File: config.mk
export PLATFORM = sky130hd
export DESIGN_NAME = csd_area_decoder
export DESIGN_NICKNAME = d
export VERILOG_FILES = /design/src/hw/csd_pkg.sv /design/src/hw/csd_area_decoder.sv
export SDC_FILE = /design/constraint.sdc
export NUM_CORES = 1
export LEC_CHECK = 0
export ABC_AREA = 1
export BUFFER_PORTS_ARGS = -buffer_cell sky130_fd_sc_hd__buf_4
export CAP_MARGIN = 15
export CORE_ASPECT_RATIO = 1.5
export CORE_UTILIZATION = 60
export CTS_CLUSTER_DIAMETER = 30
export DETAILED_ROUTE_END_ITERATION = 8
export PLACE_DENSITY = 0.92
export REMOVE_ABC_BUFFERS = 1
export SLEW_MARGIN = 20
export SYNTH_ARGS = -nofsm -noshare
export SYNTH_HDL_FRONTEND = slang
export SYNTH_SLANG_ARGS = --single-unit
File: constraint.sdc
create_clock -name clk -period 6.1 [get_ports clk]
set_input_delay 0.305 -clock clk [delete_from_list [all_inputs] [get_ports clk]]
set_output_delay 0.305 -clock clk [all_outputs]
set_load 0.03 [all_outputs]
File: src/hw/csd_pkg.sv
// Constants for the chip-select area decoder: register map, fields,
// reset values and area layout.
// Assumes a 16-bit register port and a 24-bit internal bus address.
// Summary of operation
// - Four programmable areas plus other space, each with width and waits.
// - Each bus cycle compares address; matching area selects, sets timing.
// - Select reaches the pin only when its port 6 function bit is set.
// - Start register holds A23..A16; low sixteen start bits are zero.
// - Mask bit one removes that address bit from the comparison.
// - Areas 0 and 1 masks cover different address bits; areas 2 and 3 share one set.
// - Area 0 mask covers A20..A8, loaded with end minus start.
// - Reset loads all start registers with all ones, mask registers with their writable bits set.
// - After reset only area 2 is enabled, in whole-space mode.
// - Addresses outside all areas use the other-area width and waits.
// - Lowest-numbered matching area wins; only its select asserts.
// - Active-low wait request is the only external cycle-length control.
// - Wait codes: 000 two, 001 one, 010 one plus extend, 011 zero.
// - Bit 3 selects 16-bit bus when zero, 8-bit bus when one.
// - Bit 7 of each area control register is the area master enable.
// - Area 2 range select zero gives whole space, one uses registers.
package csd_pkg;
  localparam int NUM_AREAS = 4;
  localparam logic [7:0] REG_START0  = 8'h00;
  localparam logic [7:0] REG_MASK0   = 8'h04;
  localparam logic [7:0] REG_CTRL0   = 8'h08;
  localparam logic [7:0] REG_OTHER   = 8'h0c;
  localparam logic [7:0] REG_P6FN    = 8'h0d;
  localparam logic [7:0] REG_P6DATA  = 8'h0e;
  localparam logic [7:0] REG_STATUS  = 8'h0f;
  // Control register fields
  localparam int CTRL_EN    = 7;
  localparam int CTRL_RANGE = 6;
  localparam int CTRL_BUS8  = 3;
  localparam logic [7:0] CTRL_RESET  = 8'h00;
  localparam logic [7:0] CTRL2_RESET = 8'h80;
  localparam logic [3:0] OTHER_RESET = 4'h0;
  localparam logic [3:0] P6FN_RESET  = 4'h0;
  localparam logic [3:0] P6DATA_RESET = 4'hb;
  localparam logic [7:0] START_RESET = 8'hff;
  // Mask bit i covers address bit i+8; writable bits per area
  localparam logic [15:0] MASK_W0 = 16'h1fff;
  localparam logic [15:0] MASK_W1 = 16'h3fff;
  localparam logic [15:0] MASK_W23 = 16'h7f80;
  // Address bits always ignored below an area's smallest size
  localparam logic [15:0] LOW_IGN01 = 16'h0000;
  localparam logic [15:0] LOW_IGN23 = 16'h007f;
  localparam logic [7:0]  START_LOW = 8'h00;
  // Area 2 whole-space mode
  localparam logic [23:0] WHOLE_LO_START = 24'h003000;
  localparam logic [23:0] WHOLE_LO_END   = 24'h01f7ff;
  localparam logic [23:0] WHOLE_HI_START = 24'h020000;
  // Wait codes
  localparam logic [2:0] WAIT_TWO  = 3'b000;
  localparam logic [2:0] WAIT_ONE  = 3'b001;
  localparam logic [2:0] WAIT_EXT  = 3'b010;
  localparam logic [2:0] WAIT_ZERO = 3'b011;
  localparam logic [1:0] CNT_TWO  = 2'd2;
  localparam logic [1:0] CNT_ONE  = 2'd1;
  localparam logic [1:0] CNT_ZERO = 2'd0;
  localparam logic [2:0] AREA_OTHER = 3'd4;
  typedef enum logic [0:0] {
    ST_IDLE   = 1'b0,
    ST_ACCESS = 1'b1
  } csd_state_t;
endpackage

File: src/hw/csd_area_decoder.sv
// Chip-select area decoder: four programmable areas, priority choice,
// wait-state sequencing and port 6 pin multiplexing.
// Assumes the CPU raises busStart for one cycle while busReady is high and
// holds busAddr stable in that cycle; waitReq_n comes from outside.
//
// The implementer's own choices: the strobed register port and the placing of the registers.
`timescale 1ns/1ps
module csd_area_decoder
(
  // Clock, reset, enable
  input  wire logic        clk,
  input  wire logic        arst_n,
  input  wire logic        ce,
  // Register port
  input  wire logic [7:0]  regAddr,
  input  wire logic [15:0] regWdata,
  input  wire logic        regWr,
  input  wire logic        regRd,
  output logic [15:0]      regRdata,
  // CPU bus side
  input  wire logic        busStart,
  input  wire logic [23:0] busAddr,
  output logic             busReady,
  output logic             busDone,
  output logic             busWidth8,
  output logic [2:0]       busArea,
  // External memory side
  input  wire logic        waitReq_n,
  output logic             area0_select_n,
  output logic             area1_select_n,
  output logic             area2_select_n,
  output logic             area3_select_n
);

  logic [7:0]  startBase [csd_pkg::NUM_AREAS];
  logic [15:0] sizeMask  [csd_pkg::NUM_AREAS];
  logic [7:0]  busCtrl   [csd_pkg::NUM_AREAS];
  logic [3:0]  otherCtrl;
  logic [3:0]  port6Fn;
  logic [3:0]  port6Data;
  logic [3:0]  hit;
  logic [3:0]  csActive;
  logic [3:0]  areaEnable;
  csd_pkg::csd_state_t state;
  logic [1:0]  waitCnt;
  logic        extendMode;
  logic        waitS1;
  logic        waitS2;
  logic        waitS3;
  logic        waitLow;

  // Per-area registers, decoding and hit flags
  genvar k;
  generate
    for (k = 0; k < csd_pkg::NUM_AREAS; k++)
    begin : g_area
      localparam logic [15:0] WMASK = (k == 0) ? csd_pkg::MASK_W0 :
                                      (k == 1) ? csd_pkg::MASK_W1 :
                                      csd_pkg::MASK_W23;
      localparam logic [15:0] LOWIGN = (k < 2) ? csd_pkg::LOW_IGN01 :
                                       csd_pkg::LOW_IGN23;
      localparam logic [7:0] CTRLRST = (k == 2) ? csd_pkg::CTRL2_RESET :
                                       csd_pkg::CTRL_RESET;
      wire wrStart = regWr && regAddr == csd_pkg::REG_START0 + 8'(k);
      wire wrMask  = regWr && regAddr == csd_pkg::REG_MASK0 + 8'(k);
      wire wrCtrl  = regWr && regAddr == csd_pkg::REG_CTRL0 + 8'(k);
      wire [15:0] expected = {startBase[k], csd_pkg::START_LOW};
      wire [15:0] ignore   = (sizeMask[k] & WMASK) | LOWIGN;
      wire regMatch = &((busAddr[23:8] ~^ expected) | ignore);
      wire wholeHit = (busAddr >= csd_pkg::WHOLE_LO_START &&
                       busAddr <= csd_pkg::WHOLE_LO_END) ||
                      busAddr >= csd_pkg::WHOLE_HI_START;
      wire useWhole = (k == 2) && !busCtrl[k][csd_pkg::CTRL_RANGE];
      assign areaEnable[k] = busCtrl[k][csd_pkg::CTRL_EN];
      assign hit[k] = areaEnable[k] && (useWhole ? wholeHit : regMatch);

      always_ff @(posedge clk or negedge arst_n)
      begin
        if (!arst_n)
        begin
          startBase[k] <= csd_pkg::START_RESET;
          sizeMask[k]  <= WMASK;
          busCtrl[k]   <= CTRLRST;
        end
        else if (ce)
        begin
          if (wrStart)
            startBase[k] <= regWdata[7:0];
          if (wrMask)
            sizeMask[k] <= regWdata & WMASK;
          if (wrCtrl)
            busCtrl[k] <= regWdata[7:0];
        end
      end
    end
  endgenerate

  // Pins follow the port latch unless the function bit picks select use
  assign area0_select_n = port6Fn[0] ? !csActive[0] : port6Data[0];
  assign area1_select_n = port6Fn[1] ? !csActive[1] : port6Data[1];
  assign area2_select_n = port6Fn[2] ? !csActive[2] : port6Data[2];
  assign area3_select_n = port6Fn[3] ? !csActive[3] : port6Data[3];

  // Lowest-numbered hit wins
  wire [2:0] chosenArea = hit[0] ? 3'd0 : hit[1] ? 3'd1 :
                          hit[2] ? 3'd2 : hit[3] ? 3'd3 :
                          csd_pkg::AREA_OTHER;
  wire [3:0] chosenOneHot = hit & ~(hit << 1) & ~(hit << 2) & ~(hit << 3);
  wire [3:0] otherFull = otherCtrl;
  wire [3:0] chosenCfg = (chosenArea == csd_pkg::AREA_OTHER) ? otherFull :
                         busCtrl[chosenArea[1:0]][3:0];
  wire [2:0] chosenWait = chosenCfg[2:0];
  wire chosenBus8 = chosenCfg[csd_pkg::CTRL_BUS8];
  // Reserved codes 1xx fall back to the safest setting, two waits
  wire [1:0] chosenCnt =
    (chosenWait == csd_pkg::WAIT_ZERO) ? csd_pkg::CNT_ZERO :
    (chosenWait == csd_pkg::WAIT_ONE ||
     chosenWait == csd_pkg::WAIT_EXT) ? csd_pkg::CNT_ONE :
    csd_pkg::CNT_TWO;
  wire startTaken = busStart && busReady;

  assign busReady = state == csd_pkg::ST_IDLE;
  assign busDone = state == csd_pkg::ST_ACCESS &&
                   waitCnt == csd_pkg::CNT_ZERO &&
                   !(extendMode && waitLow);

  // Wait request passes three flops; a change counts once two agree
  always_ff @(posedge clk or negedge arst_n)
  begin
    if (!arst_n)
    begin
      waitS1  <= 1'b1;
      waitS2  <= 1'b1;
      waitS3  <= 1'b1;
      waitLow <= 1'b0;
    end
    else if (ce)
    begin
      waitS1 <= waitReq_n;
      waitS2 <= waitS1;
      waitS3 <= waitS2;
      if (waitS2 == waitS3)
        waitLow <= !waitS3;
    end
  end

  // Bus cycle sequencer
  csd_pkg::csd_state_t next_state;
  assign next_state = startTaken ? csd_pkg::ST_ACCESS :
                      busDone ? csd_pkg::ST_IDLE : state;

  always_ff @(posedge clk or negedge arst_n)
  begin
    if (!arst_n)
    begin
      state      <= csd_pkg::ST_IDLE;
      waitCnt    <= csd_pkg::CNT_ZERO;
      extendMode <= 1'b0;
      csActive   <= 4'h0;
      busWidth8  <= 1'b0;
      busArea    <= csd_pkg::AREA_OTHER;
    end
    else if (ce)
    begin
      state <= next_state;
      if (startTaken)
      begin
        waitCnt    <= chosenCnt;
        extendMode <= chosenWait == csd_pkg::WAIT_EXT;
        csActive   <= chosenOneHot;
        busWidth8  <= chosenBus8;
        busArea    <= chosenArea;
      end
      else if (busDone)
        csActive <= 4'h0;
      else if (waitCnt != csd_pkg::CNT_ZERO)
        waitCnt <= waitCnt - 2'd1;
    end
  end

  // Shared registers
  always_ff @(posedge clk or negedge arst_n)
  begin
    if (!arst_n)
    begin
      otherCtrl <= csd_pkg::OTHER_RESET;
      port6Fn   <= csd_pkg::P6FN_RESET;
      port6Data <= csd_pkg::P6DATA_RESET;
    end
    else if (ce && regWr)
    begin
      if (regAddr == csd_pkg::REG_OTHER)
        otherCtrl <= regWdata[3:0];
      if (regAddr == csd_pkg::REG_P6FN)
        port6Fn <= regWdata[3:0];
      if (regAddr == csd_pkg::REG_P6DATA)
        port6Data <= regWdata[3:0];
    end
  end

  // Read path; unmapped addresses read zero
  logic [15:0] readMux;
  wire  [15:0] statusWord = {7'h00, busWidth8, csActive, busArea,
                             state == csd_pkg::ST_ACCESS};
  always_comb
  begin
    readMux = 16'h0000;
    if (regAddr < csd_pkg::REG_MASK0)
      readMux = {8'h00, startBase[regAddr[1:0]]};
    else if (regAddr < csd_pkg::REG_CTRL0)
      readMux = sizeMask[regAddr[1:0]];
    else if (regAddr < csd_pkg::REG_OTHER)
      readMux = {8'h00, busCtrl[regAddr[1:0]]};
    else if (regAddr == csd_pkg::REG_OTHER)
      readMux = {12'h000, otherCtrl};
    else if (regAddr == csd_pkg::REG_P6FN)
      readMux = {12'h000, port6Fn};
    else if (regAddr == csd_pkg::REG_P6DATA)
      readMux = {12'h000, port6Data};
    else if (regAddr == csd_pkg::REG_STATUS)
      readMux = statusWord;
  end

  always_ff @(posedge clk or negedge arst_n)
  begin
    if (!arst_n)
      regRdata <= 16'h0000;
    else if (ce && regRd)
      regRdata <= readMux;
  end

  // Checks
  property p_one_select;
    @(posedge clk) disable iff (!arst_n)
    $onehot0(csActive);
  endproperty
  a_one_select: assert property (p_one_select)
    else $error("more than one area select active");

  property p_priority;
    @(posedge clk) disable iff (!arst_n)
    (ce && startTaken && hit[0]) |=> csActive == 4'h1 && busArea == 3'd0;
  endproperty
  a_priority: assert property (p_priority)
    else $error("area 0 hit did not win");

  property p_disabled;
    @(posedge clk) disable iff (!arst_n)
    (ce && startTaken && !areaEnable[1]) |=> !csActive[1];
  endproperty
  a_disabled: assert property (p_disabled)
    else $error("disabled area 1 selected");

  property p_other;
    @(posedge clk) disable iff (!arst_n)
    (ce && startTaken && hit == 4'h0) |=>
      csActive == 4'h0 && busArea == csd_pkg::AREA_OTHER &&
      busWidth8 == $past(otherCtrl[3]);
  endproperty
  a_other: assert property (p_other)
    else $error("unmatched access not using other-area settings");

  property p_zero_wait;
    @(posedge clk) disable iff (!arst_n)
    (ce && startTaken && chosenWait == csd_pkg::WAIT_ZERO) |=> busDone;
  endproperty
  a_zero_wait: assert property (p_zero_wait)
    else $error("zero-wait cycle not done in one cycle");

  property p_two_wait;
    @(posedge clk) disable iff (!arst_n)
    (ce && startTaken && chosenWait == csd_pkg::WAIT_TWO) ##1 ce[*3] |->
      !$past(busDone, 2) && !$past(busDone) && busDone;
  endproperty
  a_two_wait: assert property (p_two_wait)
    else $error("two-wait cycle length wrong");

  property p_one_wait;
    @(posedge clk) disable iff (!arst_n)
    (ce && startTaken && chosenWait == csd_pkg::WAIT_ONE) ##1 ce[*2] |->
      !$past(busDone) && busDone;
  endproperty
  a_one_wait: assert property (p_one_wait)
    else $error("one-wait cycle length wrong");

  property p_ext_first;
    @(posedge clk) disable iff (!arst_n)
    (ce && startTaken && chosenWait == csd_pkg::WAIT_EXT) |=> !busDone;
  endproperty
  a_ext_first: assert property (p_ext_first)
    else $error("extendable cycle skipped its fixed wait");

  property p_width;
    @(posedge clk) disable iff (!arst_n)
    (ce && startTaken && hit[0]) |=>
      busWidth8 == $past(busCtrl[0][csd_pkg::CTRL_BUS8]);
  endproperty
  a_width: assert property (p_width)
    else $error("area 0 cycle not using area 0 bus width");

  // Written as xor-and-mask so it does not mirror the decoder's form
  property p_match;
    @(posedge clk) disable iff (!arst_n)
    (ce && startTaken && areaEnable[0] &&
     ((busAddr[23:8] ^ {startBase[0], csd_pkg::START_LOW}) &
      ~sizeMask[0]) == 16'h0000) |=> csActive[0];
  endproperty
  a_match: assert property (p_match)
    else $error("area 0 address match missed");

  property p_pin_select;
    @(posedge clk) disable iff (!arst_n)
    (state == csd_pkg::ST_ACCESS && busArea == 3'd1 && port6Fn[1]) |->
      !area1_select_n;
  endproperty
  a_pin_select: assert property (p_pin_select)
    else $error("area 1 pin high during its cycle");

  property p_release;
    @(posedge clk) disable iff (!arst_n)
    (ce && busDone) |=> busReady && csActive == 4'h0;
  endproperty
  a_release: assert property (p_release)
    else $error("select or busy held after cycle end");

  property p_hold_select;
    @(posedge clk) disable iff (!arst_n)
    (ce && csActive[2] && !busDone) |=> csActive[2];
  endproperty
  a_hold_select: assert property (p_hold_select)
    else $error("area 2 select dropped before cycle end");

  property p_extend;
    @(posedge clk) disable iff (!arst_n)
    (state == csd_pkg::ST_ACCESS && extendMode && waitLow) |-> !busDone;
  endproperty
  a_extend: assert property (p_extend)
    else $error("cycle ended while wait request low");

  property p_pin_port;
    @(posedge clk) disable iff (!arst_n)
    (!port6Fn[0] ##1 !port6Fn[0]) |-> area0_select_n == port6Data[0];
  endproperty
  a_pin_port: assert property (p_pin_port)
    else $error("pin left port control");

  property p_whole;
    @(posedge clk) disable iff (!arst_n)
    (ce && startTaken && hit[1:0] == 2'b00 && areaEnable[2] &&
     !busCtrl[2][csd_pkg::CTRL_RANGE] &&
     busAddr >= csd_pkg::WHOLE_HI_START) |=> csActive[2];
  endproperty
  a_whole: assert property (p_whole)
    else $error("whole-space area 2 missed");

endmodule

# --- Word level (Yosys, flattened, before mapping) ---
# Index checks and enable logic that the tools add are counted.
op_classes:
  n_reduce_logical: 59
  add_sub_neg: 1
  bitwise_logic: 17
  n_mux: 38
  n_eq_ne: 21
  n_lt_le_gt_ge: 8
op_table:
  columns: ["op", "count"]
  rows:
  - ["8-bit by 4-bit == test with 1-bit output (second input constant)", 8]
  - ["16-bit two-way mux", 4]
  - ["16-bit AND reduction", 4]
  - ["16-bit bitwise XNOR", 4]
  - ["8-bit binary-select mux with 2-bit select", 3]
  - ["9-bit two-way mux", 5]
  - ["2-bit AND reduction", 18]
  - ["16-bit binary-select mux with 2-bit select", 1]
  - ["8-bit by 3-bit == test with 1-bit output (second input constant)", 4]
  - ["8-bit two-way mux", 4]
  - ["16-bit by 15-bit OR with 16-bit output", 2]
  - ["24-bit by 14-bit greater-or-equal comparator with 1-bit output (second input constant)", 1]
  - ["24-bit by 18-bit greater-or-equal comparator with 1-bit output (second input constant)", 1]
  - ["24-bit by 17-bit less-or-equal comparator with 1-bit output (second input constant)", 1]
  - ["1-bit logical AND", 23]
  - ["4-bit two-way mux", 5]
  - ["8-bit by 2-bit == test with 1-bit output (second input constant)", 2]
  - ["8-bit by 4-bit less-than comparator with 1-bit output (second input constant)", 2]
  - ["16-bit by 13-bit OR with 16-bit output", 1]
  - ["16-bit by 14-bit OR with 16-bit output", 1]
  - ["4-bit AND", 3]
  - ["3-bit two-way mux", 4]
  - ["4-bit NOT", 3]
  - ["2-bit two-way mux", 5]
  - ["other kinds (18)", 35]
word_totals:
  regBits: 151
  output_inout_bits: 26
  wordCells: 170

# --- Longest topological paths before layout ---
# Gate-level depths: netlist of run 1.
logic_depth:
  ltp_word: 18
  mapped_depth: 21

# --- Least setup slack after synthesis of run 1 ---
# No wires, ideal clock.
synth_timing:
  kind: "reg-to-reg"
  start: "register sizeMask, in the netlist g_area[3].ignore[7]"
  end: "register waitCnt[0]"
  period_less_slack_ns: 1.924
  path_buffers: 0
  slack_ns: 4.176
  arrival_time_ns: 1.851
  required_time_ns: 6.027
  path_stages_with_launch: 19
  path_cell_list: "dfstp_2 inv_1 a21oi_1 nand2_1 nor2_1 nand3_1 nor2_4 nand2_4 nand2_8 nand2_8 nand2_2 nand3_2 nand2_1 nand2_1 nand2_2 nand3_2 nand2_1 nand2_1 a21oi_2"
synth_via:
  elab_chain_len: 17
synth_lines:
  columns: ["item", "line_no", "text"]
  rows:
  - ["from (decl)", "csd_area_decoder.sv:36", "logic [15:0] sizeMask [csd_pkg::NUM_AREAS];"]
  - ["from (signal, indexed assignment)", "csd_area_decoder.sv:90", "sizeMask[k] <= regWdata & WMASK;"]
  - ["16-bit by 15-bit OR with 16-bit output (*)", "csd_area_decoder.sv:69", "wire regMatch = &((busAddr[23:8] ~^ expected) | ignore);"]
  - ["16-bit AND reduction (*)", "csd_area_decoder.sv:69", null]
  - ["1-bit logical AND (*)", "csd_area_decoder.sv:75", "assign hit[k] = areaEnable[k] && (useWhole ? wholeHit : regMatch);"]
  - ["3-bit two-way mux (*) (2 in a row)", "csd_area_decoder.sv:106", "hit[2] ? 3'd2 : hit[3] ? 3'd3 :"]
  - ["3-bit two-way mux (*) (2 in a row)", "csd_area_decoder.sv:105", "wire [2:0] chosenArea = hit[0] ? 3'd0 : hit[1] ? 3'd1 :"]
  - ["2-bit NOT with 3-bit output (implied by the code)", "csd_area_decoder.sv:111", "busCtrl[chosenArea[1:0]][3:0];"]
  - ["8-bit binary-select mux with 2-bit select", "csd_area_decoder.sv:111", null]
  - ["4-bit two-way mux (implied by the code) (2 in a row)", "csd_area_decoder.sv:111", null]
  - ["4-bit two-way mux (*)", "csd_area_decoder.sv:110", "wire [3:0] chosenCfg = (chosenArea == csd_pkg::AREA_OTHER) ? otherFull :"]
  - ["3-bit by 1-bit == test with 1-bit output or 3-bit by 2-bit == test with 1-bit output (tied branches)", "csd_area_decoder.sv:117, csd_area_decoder.sv:118", null]
  - ["1-bit logical OR", "csd_area_decoder.sv:117", "(chosenWait == csd_pkg::WAIT_ONE ||"]
  - ["2-bit two-way mux", "csd_area_decoder.sv:118", "chosenWait == csd_pkg::WAIT_EXT) ? csd_pkg::CNT_ONE :"]
  - ["2-bit two-way mux (*)", "csd_area_decoder.sv:116", "(chosenWait == csd_pkg::WAIT_ZERO) ? csd_pkg::CNT_ZERO :"]
  - ["2-bit two-way mux (*)", "csd_area_decoder.sv:166", "if (startTaken)"]
  - ["to (signal assigned)", "csd_area_decoder.sv:157", "waitCnt <= csd_pkg::CNT_ZERO;"]
  - ["to (signal assigned)", "csd_area_decoder.sv:168", "waitCnt <= chosenCnt;"]
  - ["to (signal assigned)", "csd_area_decoder.sv:177", "waitCnt <= waitCnt - 2'd1;"]
  - ["to (decl)", "csd_area_decoder.sv:45", "logic [1:0] waitCnt;"]
# Mark *: on every way between the ends. The rest lies on a longest branch, timed or not. The select of a mux whose other input is x is not followed.
# A chain may end at the register's enable or synchronous reset.

# --- Worst setup path in the final report of run 1 ---
layout_timing:
  start: "input port regAddr[1]"
  end: "register regRdata[3]"
layout_via:
  elab_chain_len: 8
layout_lines:
  columns: ["item", "line_no", "text"]
  rows:
  - ["from (decl)", "csd_area_decoder.sv:15", "input wire logic [7:0] regAddr,"]
  - ["8-bit by 4-bit == test with 1-bit output", "csd_area_decoder.sv:220", "else if (regAddr == csd_pkg::REG_STATUS)"]
  - ["9-bit two-way mux", "csd_area_decoder.sv:220", null]
  - ["9-bit two-way mux", "csd_area_decoder.sv:218", "else if (regAddr == csd_pkg::REG_P6DATA)"]
  - ["9-bit two-way mux", "csd_area_decoder.sv:216", "else if (regAddr == csd_pkg::REG_P6FN)"]
  - ["9-bit two-way mux", "csd_area_decoder.sv:214", "else if (regAddr == csd_pkg::REG_OTHER)"]
  - ["9-bit two-way mux", "csd_area_decoder.sv:212", "else if (regAddr < csd_pkg::REG_OTHER)"]
  - ["16-bit two-way mux", "csd_area_decoder.sv:210", "else if (regAddr < csd_pkg::REG_CTRL0)"]
  - ["16-bit two-way mux (*)", "csd_area_decoder.sv:208", "if (regAddr < csd_pkg::REG_MASK0)"]
  - ["to (signal assigned)", "csd_area_decoder.sv:229", "regRdata <= readMux;"]
  - ["to (decl)", "csd_area_decoder.sv:19", "output logic [15:0] regRdata,"]
# Marked as above.

==> metrics.json, run 1 <==
{
  "run_status": {
    "run_status": "finished, final reports clean"
  },
  "worst_setup_path": {
    "regToRegStartpoint": "busCtrl[14]$_DFFE_PN0P_",
    "timing.critical_path.to": "regRdata[3]$_DFFE_PN0P_",
    "startpoint_type": "input pin",
    "critPathSlowestCell": "sky130_fd_sc_hd__clkinv_1",
    "crit_path_max_fanout": 18,
    "critical_path_required_ns": 6.40,
    "worst-setup-path-type": "input pin to register",
    "crit_end_element": "register",
    "crit-reg2reg-capture": "waitCnt[0]$_DFFE_PN0P_",
    "worst_path_largest_cell_delay_ns": 0.93,
    "crit_start": "regAddr[1]",
    "worst_path_dominant_cell_family": "compound AO/OA/AOI/OAI gates",
    "timing.reg2reg.setup_slack_ns": 3.58,
    "critical_path.n_buffers_inverters": 3,
    "worst-r2r-cell-count": 14,
    "levels_on_crit_path": 8,
    "crit_chain": "buf_4 > inv_1 > nand2_1 > clkinv_1 > a22oi_1 > o221ai_1 > a221oi_1 > a21oi_1",
    "worst_ep_arrival_time_ns": 3.19
  },
  "cells_and_area": {
    "post_layout_nets": 1116,
    "diodes": 0,
    "seqCellArea_mm2": 0.003857,
    "footprint_of_the_multi_input_gates_mm2": 0.003431,
    "ratio_of_cells_with_drive_above_1_in_the_final_layout_pct": 22.18,
    "syn_to_final_growth_pct": 16.00,
    "stdcell_area_mm2": 0.009171,
    "post_layout_nonfiller_instances": 1232,
    "nFillCells": 1016,
    "final_util_pct": 71.15
  },
  "synthesis": {
    "synth.distinct_cells": 48,
    "ys_seq_area_share_pct": 48.79,
    "ys_seq_elements": 150,
    "synthFlopType": "sky130_fd_sc_hd__dfstp_2",
    "post_synth.cell_area_avg_um2": 7.930,
    "postSynth.asyncResetShare_pct": 100.0,
    "netlist_area_mm2": 0.007906,
    "synthesis.yosys.warnings": 0,
    "syn-instance-count": 997,
    "synth_edf_count": 0
  },
  "global_routing": {
    "globalRouteOverflowTotal": 0,
    "vias_in_the_first_global_route": 7504,
    "initial_antenna_violation_count": 0,
    "grt_pass1_wl_mm": 38.08,
    "gr-usage-all-layers_pct": 38.50,
    "grt_start_max_net_pins": 81
  },
  "floorplanning": {
    "core.rowCount": 51,
    "dieWidth_um": 95.73,
    "coreArea_mm2": 0.01289,
    "floorplan.initialDensity_pct": 61.34,
    "die_h_um": 142.6,
    "ios": 81,
    "die_area_mm2": 0.01365
  },
  "place": {
    "place.detailed.hpwl_mm": 16.83,
    "placedCellCount": 1199,
    "place_worst_setup_slack_ns": 3.108,
    "buffer_ports.inserted": 70,
    "placer_congestion_estimate": 1.006,
    "place_area_mm2": 0.008539
  },
  "timing": {
    "rsz0062_at_grt": "false",
    "fin_worst_skew_ns": 0.008436,
    "relSlewSlack_pct": 30.77,
    "timing.final.setup_violations": 0,
    "finalHoldWorstSlack_ns": 0.07455,
    "worst-slew-pin-transition_ns": 1.036,
    "max_clock_freq_mhz": 346.6,
    "final-hold-violation-count": 0,
    "fin_crit_ns": 2.885,
    "min_period_over_period_pct": 47.30,
    "number_of_max_slew_violations_in_the_final_report": 0,
    "fin_ws_ns": 3.215,
    "totalNegativeSetupSlack_ns": 0
  },
  "route": {
    "post_drt_via_cell_ratio": 6.243,
    "ant_nets": 0,
    "detail_route.wirelength_mm": 24.63,
    "drcViolationCount": 0,
    "drt_pass1_iterations": 7,
    "dr_total_vias": 7691,
    "first_iter_violations": 714,
    "wl_per_cell_um": 19.99
  },
  "clock_network": {
    "htree_num_levels": 4,
    "cts.root.buffer_cell": "sky130_fd_sc_hd__clkbuf_16",
    "ctsResizeCount": 0,
    "cts_tree": "done",
    "clkSlewWorstSetupHoldPaths_ns": 0.06,
    "cts-root-to-sink-buffers": 2,
    "cts_made_buffers": 17,
    "clock_latency_ns": 0.43,
    "clock_sinks": 150
  },
  "hold_path": {
    "min_path_cells": 3,
    "timing.hold.worst.class": "input pin to register"
  },
  "flow_run": {
    "maxCapViolCount": 0
  },
  "power_and_ir_drop": {
    "leakage_nw": 3.939,
    "ir_drop_mv": 0.1950,
    "finalPower_mw": 2.552,
    "power_density_mw_per_mm2": 278.3
  }
}
==> where the power goes <==
group | total, mW | internal, mW | switching (mW)
Combinational | 0.349 | 0.114 | 0.235
Clock | 1.10 | 0.669 | 0.435
Sequential | 1.10 | 1.06 | 0.0359
Total | 2.55 | 1.85 | 0.705
==> flip-flops by register name, indices dropped and copies added, names as in the netlist, 2 cells and up <==
register         cells
otherCtrl            4
port6Fn              4
csActive             4
busArea              3
g_area.ignore       43
busCtrl             28
g_area.expected     32
port6Data            4
waitCnt              2
areaEnable           4
regRdata            15
==> metal layers <==
metal  vias up  wire [um]  track usage (%)
met5         -          0                0
met4         0       2169            29.85
met3       177       2540            10.31
met2       523      11780            61.47
met1      3574       8140            42.91
li1       3417          -                -
==> worst min-delay path: stages <==
cell and delay (ns):
sky130_fd_sc_hd__buf_4 0.08, sky130_fd_sc_hd__a21oi_1 0.05, sky130_fd_sc_hd__inv_1 0.05
==> placed cells by master, fill, tap and decap left out, types with 5 or more instances in the layout <==
master and instances:
sky130_fd_sc_hd__o21ai_0 151, sky130_fd_sc_hd__nor2_2 7, sky130_fd_sc_hd__a21oi_1 42, sky130_fd_sc_hd__mux2i_1 7
sky130_fd_sc_hd__o21ai_1 13, sky130_fd_sc_hd__nand3_1 34, sky130_fd_sc_hd__a31oi_1 7, sky130_fd_sc_hd__inv_1 119
sky130_fd_sc_hd__nor2_1 66, sky130_fd_sc_hd__nand2_1 248, sky130_fd_sc_hd__a221oi_1 10, sky130_fd_sc_hd__dfrtp_1 67
sky130_fd_sc_hd__a22oi_1 14, sky130_fd_sc_hd__inv_2 10, sky130_fd_sc_hd__nand3_2 5, sky130_fd_sc_hd__buf_4 73
sky130_fd_sc_hd__o221ai_1 5, sky130_fd_sc_hd__clkbuf_16 17, sky130_fd_sc_hd__nand2_2 9, sky130_fd_sc_hd__dfstp_2 83
sky130_fd_sc_hd__o22ai_1 25
==> how the worst min path moves through the flow <==
stage	from	end	slack, ns
finish	regWdata[9]	g_area[3].ignore[9]$_DFFE_PN1P_	0.07
global route	regWdata[10]	g_area[3].ignore[10]$_DFFE_PN1P_	0.09
CTS	regWdata[10]	g_area[3].ignore[10]$_DFFE_PN1P_	0.08
global placement	arst_n	waitLow$_DFFE_PN0P_	0.37
detailed placement	arst_n	waitLow$_DFFE_PN0P_	0.37
floorplan	arst_n	areaEnable[0]$_DFFE_PN0P_	0.009
==> synthesized netlist by cell type (all sizes together) (2+ instances only) <==
cell      n  share of area [%]
nand2   263                 14
dfrtp    67                 21
a22oi    14                1.3
nor2     75                3.9
a31oi     7               0.55
o221ai    5               0.55
o21ai   164                 10
mux2i     7               0.89
nor3      6               0.51
a221oi   10                1.1
xnor2     2               0.22
nand3b    4               0.38
clkinv    3               0.14
buf       4               0.36
clkbuf   27                1.3
inv     129                6.1
nand4     3               0.43
dfstp    83                 28
or2       4               0.32
o22ai    25                2.0
a21oi    45                3.1
nand3    40                3.0
==> cell families after synthesis <==
logic type | share of synthesized area, %
AO/OA/AOI/OAI | 19.62
other | 0.04743
XOR/XNOR | 0.2216
multiplexers | 1.029
AND/OR/NAND/NOR | 22.22
flip-flops | 48.79
buffers and inverters | 7.913
adder cells (fa/ha/maj) | 0.1582
==> what timing repair did <==
item,in CTS,in global routing
hold endpoints to repair,20,0
hold buffers,1,0
buffers inserted,0,0
==> final cells by class <==
type                       count  area share [%]
sequential                   150           42.06
inverter                     132           5.402
multi-input combinational    684           37.41
timing repair buffer          75           6.207
clock inverter                13           1.814
tap                          159           2.169
clock buffer                  19           4.939
(Power assumes the default switching activity.)
==> inputs of run 2 (changes only) <==
--- a/config.mk
+++ b/config.mk
@@ -5,14 +5,14 @@
 export SDC_FILE = /design/constraint.sdc
 export NUM_CORES = 1
 export LEC_CHECK = 0
-export ABC_AREA = 1
+export ABC_AREA = 0
 export BUFFER_PORTS_ARGS = -buffer_cell sky130_fd_sc_hd__buf_4
 export CAP_MARGIN = 15
 export CORE_ASPECT_RATIO = 1.5
-export CORE_UTILIZATION = 60
+export CORE_UTILIZATION = 59
 export CTS_CLUSTER_DIAMETER = 30
 export DETAILED_ROUTE_END_ITERATION = 8
-export PLACE_DENSITY = 0.92
+export PLACE_DENSITY = 0.91
 export REMOVE_ABC_BUFFERS = 1
 export SLEW_MARGIN = 20
 export SYNTH_ARGS = -nofsm -noshare
==> constraint.sdc (replaced) <==
create_clock -name clk -period 2.96 [get_ports clk]
set_input_delay 0.148 -clock clk [delete_from_list [all_inputs] [get_ports clk]]
set_output_delay 0.148 -clock clk [all_outputs]
set_load 0.03 [all_outputs]
==> run 2 against run 1 <==
The flow now finishes with violations (negative setup slack); combinational power up 85%; synthesized cell count down 38%; sequential share of layout area up 0.19 points; worst hold slack worse by 0.071 ns; final area down 0.45%; critical path type is now register to register; largest cell class unchanged; largest power group unchanged; highest routed layer unchanged.
==> metrics.json, run 2 <==
{
  "run_status": {
    "run_status": {"value": "finished with violations", "change": "was finished, final reports clean"},
    "violations_in_the_final_reports": "negative setup slack"
  },
  "place": {
    "place_area": {"value": 0.008408, "unit": "mm2", "change": "was 0.008539 mm2"},
    "placedCellCount": {"value": 822, "change": "was 1199"},
    "place.detailed.hpwl": {"value": 14.66, "unit": "mm", "change": "was 16.83 mm"},
    "buffer_ports.inserted": {"value": 70, "change": "unchanged"},
    "placer_congestion_estimate": {"value": 0.9484, "change": "was 1.006"}
  },
  "worst_setup_path": {
    "crit-reg2reg-capture": {"value": "waitCnt[1]$_DFFE_PN0P_", "change": "was waitCnt[0]$_DFFE_PN0P_"},
    "startpoint_type": {"value": "register", "change": "was input pin"},
    "crit_end_element": {"value": "register", "change": "unchanged"},
    "timing.critical_path.to": {"value": "waitCnt[1]$_DFFE_PN0P_", "change": "was regRdata[3]$_DFFE_PN0P_"},
    "worst-setup-path-type": {"value": "register to register", "change": "was input pin to register"},
    "timing.reg2reg.setup_slack": {"value": -0.02, "unit": "ns", "change": "was 3.58 ns"},
    "worst-r2r-cell-count": {"value": 9, "change": "was 14"},
    "crit_path_max_fanout": {"value": 4, "change": "was 18"},
    "critical_path_required": {"value": 3.26, "unit": "ns", "change": "was 6.40 ns"},
    "regToRegStartpoint": {"value": "g_area[2].expected[15]$_DFFE_PN1P_", "change": "was busCtrl[14]$_DFFE_PN0P_"},
    "crit_start": {"value": "g_area[2].expected[15]$_DFFE_PN1P_", "change": "was regAddr[1]"},
    "worst_ep_arrival_time": {"value": 3.28, "unit": "ns", "change": "was 3.19 ns"}
  },
  "hold_path": {
    "min_path_cells": {"value": 2, "change": "was 3"},
    "timing.hold.worst.class": {"value": "input pin to register", "change": "unchanged"}
  },
  "synthesis": {
    "syn-instance-count": {"value": 620, "change": "was 997"},
    "postSynth.asyncResetShare": {"value": 100.0, "unit": "%", "change": "unchanged"},
    "synth_top_area_cell": {"value": "sky130_fd_sc_hd__dfstp_2", "change": "unchanged"},
    "synth_edf_count": {"value": 0, "change": "unchanged"},
    "netlist_area": {"value": 0.007727, "unit": "mm2", "change": "was 0.007906 mm2"},
    "post_synth.cell_area_avg": {"value": 12.46, "unit": "um2", "change": "was 7.930 um2"},
    "synthMostInstantiatedCell": {"value": "sky130_fd_sc_hd__mux2_2", "change": "was sky130_fd_sc_hd__nand2_1"},
    "synth.distinct_cells": {"value": 59, "change": "was 48"},
    "post-synth-top-area-fraction": {"value": 28.22, "unit": "%", "change": "was 27.58%"},
    "ys_seq_elements": {"value": 150, "change": "unchanged"},
    "synth_area_leaders": {"value": "sky130_fd_sc_hd__dfstp_2, sky130_fd_sc_hd__dfrtp_1, sky130_fd_sc_hd__mux2_2", "change": "was sky130_fd_sc_hd__dfstp_2, sky130_fd_sc_hd__dfrtp_1, sky130_fd_sc_hd__nand2_1"},
    "synthFlopType": {"value": "sky130_fd_sc_hd__dfstp_2", "change": "unchanged"},
    "yosys-top-cells-count": {"value": "sky130_fd_sc_hd__mux2_2, sky130_fd_sc_hd__dfstp_2, sky130_fd_sc_hd__dfrtp_1", "change": "was sky130_fd_sc_hd__nand2_1, sky130_fd_sc_hd__o21ai_0, sky130_fd_sc_hd__inv_1"},
    "ys_seq_area_share": {"value": 49.92, "unit": "%", "change": "was 48.79%"},
    "synthesis.yosys.warnings": {"value": 0, "change": "unchanged"}
  },
  "clock_network": {
    "cts-root-to-sink-buffers": {"value": 2, "change": "unchanged"},
    "cts_made_buffers": {"value": 17, "change": "unchanged"},
    "clock_sinks": {"value": 150, "change": "unchanged"},
    "htree_num_levels": {"value": 4, "change": "unchanged"},
    "clock_latency": {"value": 0.42, "unit": "ns", "change": "was 0.43 ns"},
    "cts_tree": {"value": "done", "change": "unchanged"},
    "cts.root.buffer_cell": {"value": "sky130_fd_sc_hd__clkbuf_16", "change": "unchanged"},
    "clkSlewWorstSetupHoldPaths": {"value": 0.06, "unit": "ns", "change": "about the same"}
  },
  "route": {
    "drt_pass1_iterations": {"value": 6, "change": "was 7"},
    "ant_nets": {"value": 0, "change": "unchanged"},
    "drcViolationCount": {"value": 0, "change": "unchanged"},
    "wl_per_cell": {"value": 24.69, "unit": "um", "change": "was 19.99 um"},
    "detail_route.wirelength": {"value": 21.28, "unit": "mm", "change": "was 24.63 mm"},
    "dr_total_vias": {"value": 5799, "change": "was 7691"},
    "first_iter_violations": {"value": 513, "change": "was 714"},
    "post_drt_via_cell_ratio": {"value": 6.727, "change": "was 6.243"}
  },
  "global_routing": {
    "vias_in_the_first_global_route": {"value": 6110, "change": "was 7504"},
    "initial_antenna_violation_count": {"value": 0, "change": "unchanged"},
    "grt_pass1_wl": {"value": 33.18, "unit": "mm", "change": "was 38.08 mm"},
    "gr-usage-all-layers": {"value": 33.58, "unit": "%", "change": "was 38.50%"},
    "globalRouteOverflowTotal": {"value": 0, "change": "unchanged"},
    "grt_start_max_net_pins": {"value": 81, "change": "unchanged"}
  },
  "floorplanning": {
    "floorplan.initialDensity": {"value": 61.15, "unit": "%", "change": "was 61.34%"},
    "core.rowCount": {"value": 50, "change": "was 51"},
    "die_h": {"value": 142.2, "unit": "um", "change": "was 142.6 um"},
    "die_area": {"value": 0.01357, "unit": "mm2", "change": "was 0.01365 mm2"},
    "coreArea": {"value": 0.01264, "unit": "mm2", "change": "was 0.01289 mm2"},
    "ios": {"value": 81, "change": "unchanged"},
    "dieWidth": {"value": 95.44, "unit": "um", "change": "was 95.73 um"}
  },
  "cells_and_area": {
    "diodes": {"value": 0, "change": "unchanged"},
    "nFillCells": {"value": 774, "change": "was 1016"},
    "most_common_cell_after_layout_fill_and_taps_aside": {"value": "sky130_fd_sc_hd__mux2_2", "change": "was sky130_fd_sc_hd__nand2_1"},
    "largest_reg_flops": {"value": 43, "change": "unchanged"},
    "stdcell_area": {"value": 0.009130, "unit": "mm2", "change": "was 0.009171 mm2"},
    "footprint_of_the_multi_input_gates": {"value": 0.003635, "unit": "mm2", "change": "was 0.003431 mm2"},
    "post_layout_nonfiller_instances": {"value": 862, "change": "was 1232"},
    "post_layout_nets": {"value": 749, "change": "was 1116"},
    "seqCellArea": {"value": 0.003857, "unit": "mm2", "change": "unchanged"},
    "syn_to_final_growth": {"value": 18.15, "unit": "%", "change": "was 16.00%"},
    "ratio_of_cells_with_drive_above_1_in_the_final_layout": {"value": 50.85, "unit": "%", "change": "was 22.18%"},
    "most-common-layout-cells": {"value": "sky130_fd_sc_hd__mux2_2, sky130_fd_sc_hd__buf_4, sky130_fd_sc_hd__dfstp_2", "change": "was sky130_fd_sc_hd__nand2_1, sky130_fd_sc_hd__o21ai_0, sky130_fd_sc_hd__inv_1"}
  },
  "flow_run": {
    "maxCapViolCount": {"value": 0, "change": "unchanged"}
  },
  "power_and_ir_drop": {
    "power_density": {"value": 566.7, "unit": "mW/mm2", "change": "was 278.3 mW/mm2"},
    "ir_drop": {"value": 0.3984, "unit": "mV", "change": "was 0.1950 mV"},
    "leakage": {"value": 3.959, "unit": "nW", "change": "was 3.939 nW"}
  },
  "timing": {
    "finalHoldWorstSlack": {"value": 0.003456, "unit": "ns", "change": "was 0.07455 ns"},
    "worst-slew-pin-transition": {"value": 0.9876, "unit": "ns", "change": "was 1.036 ns"},
    "timing.final.setup_violations": {"value": 1, "change": "was 0"},
    "fin_crit_ns": 2.976,
    "relSlewSlack": {"value": 34.00, "unit": "%", "change": "was 30.77%"},
    "max_clock_freq_mhz": 336.1,
    "final-hold-violation-count": {"value": 0, "change": "unchanged"},
    "fin_ws": {"value": -0.01565, "unit": "ns", "change": "was 3.215 ns"},
    "min_period_over_period_pct": 100.5,
    "number_of_max_slew_violations_in_the_final_report": {"value": 0, "change": "unchanged"},
    "fin_worst_skew": {"value": 0.006097, "unit": "ns", "change": "was 0.008436 ns"},
    "rsz0062_at_grt": {"value": "true", "change": "was false"}
  }
}
run 2: cell count changes after synthesis, moves of 11 or more:
| cell | change |
|---|---|
| sky130_fd_sc_hd__a21oi_1 | -33 |
| sky130_fd_sc_hd__inv_1 | -96 |
| sky130_fd_sc_hd__mux2_2 | +122 |
| sky130_fd_sc_hd__mux4_2 | +26 |
| sky130_fd_sc_hd__nand2_1 | -189 |
| sky130_fd_sc_hd__nand3_1 | -31 |
| sky130_fd_sc_hd__nor2_1 | -46 |
| sky130_fd_sc_hd__o21ai_0 | -122 |
| sky130_fd_sc_hd__o21ai_1 | -11 |
| sky130_fd_sc_hd__o22ai_1 | -12 |
| sky130_fd_sc_hd__xnor2_1 | +28 |
run 2: through the flow:
| step | worst slack (ns) | util (%) | total power [mW] | TNS [ns] |
|---|---|---|---|---|
| floorplan | 0.1601 | - | 2.599 | 0 |
| global placement | 0.01971 | 66.53 | 2.872 | 0 |
| detailed placement | -0.09351 | 66.53 | 2.909 | -0.09351 |
| CTS | 0.03361 | 71.99 | 5.167 | 0 |
| global route | -0.1117 | 72.25 | 5.347 | -0.2061 |
| finish | -0.01565 | 72.25 | 5.174 | -0.01565 |
run 2: worst max-delay path, cell delays in order, from the launching register on:
cell	delay [ns]
sky130_fd_sc_hd__dfstp_2	0.55
sky130_fd_sc_hd__xnor2_1	0.17
sky130_fd_sc_hd__o221ai_2	0.14
sky130_fd_sc_hd__o41a_1	0.46
sky130_fd_sc_hd__or2_4	0.29
sky130_fd_sc_hd__a211oi_4	0.34
sky130_fd_sc_hd__mux2i_1	0.23
sky130_fd_sc_hd__mux2i_1	0.13
sky130_fd_sc_hd__mux2_4	0.30
sky130_fd_sc_hd__o31a_1	0.25
run 2: timing repair:
action                     CTS  global route
pin swaps                    2             6
cloned                       0             0
hold buffers                 6             0
buffers inserted             1             1
gates resized for setup      1             4
hold endpoints to repair    31             0
setup endpoints to repair    2             2
run 2: how the worst min path moves through the flow:
stage | start | end | slack [ns]
2_1_floorplan | arst_n | areaEnable[0]$_DFFE_PN0P_ | -0.15
3_3_place_gp | arst_n | busCtrl[12]$_DFFE_PN0P_ | 0.20
3_5_place_dp | arst_n | busCtrl[12]$_DFFE_PN0P_ | 0.22
4_1_cts | regWdata[9] | g_area[1].ignore[9]$_DFFE_PN1P_ | 0.001
5_1_grt | regWdata[12] | g_area[3].ignore[12]$_DFFE_PN1P_ | 0.001
6_report | regWdata[12] | g_area[3].ignore[12]$_DFFE_PN1P_ | 0.003
run 2: where the power goes:
part           leakage, nW  total (mW)  switching, mW  internal (mW)
registers             1.78        2.27         0.0907           2.18
logic                 1.88       0.644          0.371          0.273
clock network        0.302        2.26          0.862           1.40
total                 3.96        5.17           1.32           3.85
run 2: logic make-up after synthesis:
group / share of synthesized area [%]
AO/OA/AOI/OAI: 8.047
adder cells (fa/ha/maj): 0.1619
flip-flops: 49.92
buffers and inverters: 3.400
multiplexers: 27.57
XOR/XNOR: 3.740
AND/OR/NAND/NOR: 7.108
other: 0.04853
run 2: area by class of cell:
type,count,area share [%]
clock buffer,21,5.167
timing repair buffer,94,8.072
multi-input combinational,407,39.81
sequential,150,42.25
clock inverter,11,1.617
tap,156,2.138
inverter,23,0.9456
run 2: routing by layer:
metal | GRT usage, % | up-vias | routed length, um
met4 | 20.42 | 0 | 1551
li1 | - | 2403 | -
met5 | 0 | - | 0
met1 | 41.36 | 2890 | 7714
met3 | 7.318 | 126 | 1707
met2 | 53.46 | 380 | 10310
==> inputs of run 3 (changes only) <==
--- a/config.mk
+++ b/config.mk
@@ -6,9 +6,10 @@
 export NUM_CORES = 1
 export LEC_CHECK = 0
 export ABC_AREA = 0
+export ABC_CLOCK_PERIOD_IN_PS = 2960
 export BUFFER_PORTS_ARGS = -buffer_cell sky130_fd_sc_hd__buf_4
 export CAP_MARGIN = 15
-export CORE_ASPECT_RATIO = 1.5
+export CORE_ASPECT_RATIO = 2
 export CORE_UTILIZATION = 59
 export CTS_CLUSTER_DIAMETER = 30
 export DETAILED_ROUTE_END_ITERATION = 8
==> run 3 against run 2 <==
The flow now finishes without violations; worst hold slack better by 0.018 ns; non-clock buffer count is 5 higher; largest cell class unchanged; largest power group unchanged; utilization is 0.60 points lower; clock skew is 0.0036 ns higher.
==> metrics.json, run 3 (synthesis results as in run 2) <==
{
  "run_status": {
    "run_status": {"value": "finished, final reports clean", "change": "was finished with violations"}
  },
  "route": {
    "met3_length": {"value": 1.507, "unit": "mm", "change": "was 1.707 mm"},
    "detailroute.wirelength.met2": {"value": 11.77, "unit": "mm", "change": "was 10.31 mm"},
    "first_iter_violations": {"value": 603, "change": "was 513"},
    "post_drt_via_cell_ratio": {"value": 6.683, "change": "was 6.727"},
    "drcViolationCount": {"value": 0, "change": "unchanged"},
    "routedLengthMet1": {"value": 7.523, "unit": "mm", "change": "was 7.714 mm"},
    "detail_route.wirelength": {"value": 23.01, "unit": "mm", "change": "was 21.28 mm"},
    "dr_total_vias": {"value": 5754, "change": "was 5799"},
    "ant_nets": {"value": 0, "change": "unchanged"},
    "dr.max_layer_used": {"value": "met4", "change": "unchanged"},
    "wl_per_cell": {"value": 26.72, "unit": "um", "change": "was 24.69 um"},
    "drt_pass1_iterations": {"value": 9, "change": "was 6"}
  },
  "clock_network": {
    "clock_sinks": {"value": 150, "change": "unchanged"},
    "cts_made_buffers": {"value": 17, "change": "unchanged"},
    "cts.root.buffer_cell": {"value": "sky130_fd_sc_hd__clkbuf_16", "change": "unchanged"},
    "clkSlewWorstSetupHoldPaths": {"value": 0.06, "unit": "ns", "change": "about the same"},
    "clock_latency": {"value": 0.43, "unit": "ns", "change": "was 0.42 ns"},
    "htree_num_levels": {"value": 4, "change": "unchanged"},
    "cts-root-to-sink-buffers": {"value": 2, "change": "unchanged"},
    "cts_tree": {"value": "done", "change": "unchanged"}
  },
  "floorplanning": {
    "floorplan.initialDensity": {"value": 60.85, "unit": "%", "change": "was 61.15%"},
    "ios": {"value": 81, "change": "unchanged"},
    "die_area": {"value": 0.01359, "unit": "mm2", "change": "was 0.01357 mm2"},
    "core.rowCount": {"value": 58, "change": "was 50"},
    "coreArea": {"value": 0.01270, "unit": "mm2", "change": "was 0.01264 mm2"},
    "die_h": {"value": 163.8, "unit": "um", "change": "was 142.2 um"},
    "dieWidth": {"value": 82.93, "unit": "um", "change": "was 95.44 um"}
  },
  "hold_path": {
    "hold_path_startpoint": {"value": "regWdata[6]", "change": "was regWdata[12]"},
    "min_path_cells": {"value": 3, "change": "was 2"},
    "holdPathEnd": {"value": "g_area[1].expected[14]$_DFFE_PN1P_", "change": "was g_area[3].ignore[12]$_DFFE_PN1P_"},
    "timing.hold.worst.class": {"value": "input pin to register", "change": "unchanged"}
  },
  "timing": {
    "fin_worst_skew": {"value": 0.009655, "unit": "ns", "change": "was 0.006097 ns"},
    "final-hold-violation-count": {"value": 0, "change": "unchanged"},
    "relSlewSlack": {"value": 31.90, "unit": "%", "change": "was 34.00%"},
    "max_clock_freq": {"value": 340.9, "unit": "MHz", "change": "was 336.1 MHz"},
    "min_period_over_period": {"value": 99.10, "unit": "%", "change": "was 100.5%"},
    "fin_crit": {"value": 2.933, "unit": "ns", "change": "was 2.976 ns"},
    "number_of_max_slew_violations_in_the_final_report": {"value": 0, "change": "unchanged"},
    "worst-slew-pin-transition": {"value": 1.019, "unit": "ns", "change": "was 0.9876 ns"},
    "finalHoldWorstSlack": {"value": 0.02107, "unit": "ns", "change": "was 0.003456 ns"},
    "totalNegativeSetupSlack": {"value": 0, "unit": "ns", "change": "was -0.01565 ns"},
    "timing.final.setup_violations": {"value": 0, "change": "was 1"},
    "rsz0062_at_grt": {"value": "true", "change": "unchanged"}
  },
  "cells_and_area": {
    "most-common-layout-cells": {"value": "sky130_fd_sc_hd__mux2_2, sky130_fd_sc_hd__buf_4, sky130_fd_sc_hd__dfstp_2", "change": "unchanged"},
    "most_common_cell_after_layout_fill_and_taps_aside": {"value": "sky130_fd_sc_hd__mux2_2", "change": "unchanged"},
    "diodes": {"value": 0, "change": "unchanged"},
    "post_layout_nets": {"value": 754, "change": "was 749"},
    "nFillCells": {"value": 849, "change": "was 774"},
    "syn_to_final_growth": {"value": 17.75, "unit": "%", "change": "was 18.15%"},
    "largest_reg_flops": {"value": 43, "change": "unchanged"},
    "ratio_of_cells_with_drive_above_1_in_the_final_layout": {"value": 50.77, "unit": "%", "change": "was 50.85%"}
  },
  "worst_setup_path": {
    "regToRegStartpoint": {"value": "g_area[2].expected[12]$_DFFE_PN1P_", "change": "was g_area[2].expected[15]$_DFFE_PN1P_"},
    "crit_path_max_fanout": {"value": 4, "change": "unchanged"},
    "worst-setup-path-type": {"value": "register to register", "change": "unchanged"},
    "timing.reg2reg.setup_slack": {"value": 0.03, "unit": "ns", "change": "was -0.02 ns"},
    "critical_path_required": {"value": 3.27, "unit": "ns", "change": "was 3.26 ns"},
    "worst-r2r-cell-count": {"value": 10, "change": "was 9"},
    "crit_end_element": {"value": "register", "change": "unchanged"},
    "worst_ep_arrival_time": {"value": 3.24, "unit": "ns", "change": "was 3.28 ns"},
    "startpoint_type": {"value": "register", "change": "unchanged"},
    "crit-reg2reg-capture": {"value": "waitCnt[1]$_DFFE_PN0P_", "change": "unchanged"}
  },
  "global_routing": {
    "globalRouteOverflowTotal": {"value": 0, "change": "unchanged"},
    "vias_in_the_first_global_route": {"value": 6245, "change": "was 6110"},
    "grt_start_max_net_pins": {"value": 88, "change": "was 81"},
    "initial_antenna_violation_count": {"value": 0, "change": "unchanged"},
    "grt_pass1_wl": {"value": 35.42, "unit": "mm", "change": "was 33.18 mm"},
    "gr-usage-all-layers": {"value": 35.53, "unit": "%", "change": "was 33.58%"}
  },
  "flow_run": {
    "maxCapViolCount": {"value": 0, "change": "unchanged"}
  },
  "place": {
    "placer_congestion_estimate": {"value": 1.006, "change": "was 0.9484"},
    "place.detailed.hpwl": {"value": 16.44, "unit": "mm", "change": "was 14.66 mm"},
    "buffer_ports.inserted": {"value": 70, "change": "unchanged"}
  },
  "power_and_ir_drop": {
    "power_density": {"value": 548.6, "unit": "mW/mm2", "change": "was 566.7 mW/mm2"},
    "leakage": {"value": 3.960, "unit": "nW", "change": "was 3.959 nW"},
    "ir_drop": {"value": 0.5439, "unit": "mV", "change": "was 0.3984 mV"}
  }
}
[run 3: critical path, stage by stage (launching register included)]
cell and delay (ns):
sky130_fd_sc_hd__dfstp_2 0.55, sky130_fd_sc_hd__xnor2_1 0.18, sky130_fd_sc_hd__o22ai_2 0.17, sky130_fd_sc_hd__o41a_1 0.37, sky130_fd_sc_hd__or2_4 0.26, sky130_fd_sc_hd__a211oi_4 0.20
sky130_fd_sc_hd__buf_6 0.16, sky130_fd_sc_hd__mux2i_1 0.22, sky130_fd_sc_hd__mux2i_1 0.10, sky130_fd_sc_hd__mux2_2 0.30, sky130_fd_sc_hd__o31a_1 0.29
[run 3: worst max path at each step]
| stage | startpoint | endpoint | slack (ns) | cells after the start |
|---|---|---|---|---|
| 2_1_floorplan | g_area[2].expected[15]$_DFFE_PN1P_ | waitCnt[1]$_DFFE_PN0P_ | 0.16 | 9 |
| 3_3_place_gp | g_area[2].expected[15]$_DFFE_PN1P_ | waitCnt[1]$_DFFE_PN0P_ | 0.02 | 9 |
| 3_5_place_dp | g_area[2].expected[15]$_DFFE_PN1P_ | waitCnt[1]$_DFFE_PN0P_ | -0.08 | 9 |
| 4_1_cts | g_area[2].expected[15]$_DFFE_PN1P_ | waitCnt[1]$_DFFE_PN0P_ | 0.007 | 10 |
| 5_1_grt | g_area[2].expected[12]$_DFFE_PN1P_ | waitCnt[1]$_DFFE_PN0P_ | -0.06 | 10 |
| 6_report | g_area[2].expected[12]$_DFFE_PN1P_ | waitCnt[1]$_DFFE_PN0P_ | 0.03 | 10 |
[run 3: through the flow]
stage / cell area, um2 / total power [mW] / util, % / cells / setup WS [ns]
4_1_cts: 9081 / 4.998 / 71.51 / 861 / 0.007413
2_1_floorplan: 7551 / 2.599 / - / 580 / 0.1601
5_1_grt: 9099 / 5.150 / 71.65 / 861 / -0.06310
3_5_place_dp: 8416 / 2.917 / 66.27 / 818 / -0.08491
6_report: 9099 / 4.992 / 71.65 / 861 / 0.02653
3_3_place_gp: 8416 / 2.885 / 66.27 / 818 / 0.01684
[run 3: repair_timing]
action / CTS / global route
buffers inserted: 2 / 0
hold buffers: 9 / 0
gates resized for setup: 0 / 4
setup endpoints to repair: 2 / 2
pin swaps: 1 / 2
endpoints found under the hold margin: 88 / 0
[run 3: layout make-up]
class / instances / area, um2 / area share [%]
clock buffers: 19 / 442.9 / 4.868
clock inverters: 13 / 117.6 / 1.293
flip-flops and latches: 150 / 3857 / 42.40
inverters: 23 / 86.33 / 0.9488
multi-input cells: 407 / 3621 / 39.80
well taps: 150 / 187.7 / 2.063
repair buffers: 99 / 785.8 / 8.636
[run 3: power by group]
group | leakage (nW) | internal, mW | total (mW) | switching [mW]
clock | 0.283 | 1.19 | 2.08 | 0.890
sequential | 1.78 | 2.18 | 2.27 | 0.0900
combinational | 1.90 | 0.271 | 0.648 | 0.376
[run 3: metal layers]
layer	GRT usage, %	up-vias
li1	-	2413
met1	37.14	2847
met2	60.62	352
met3	7.538	142
met4	30.09	0
met5	0	-
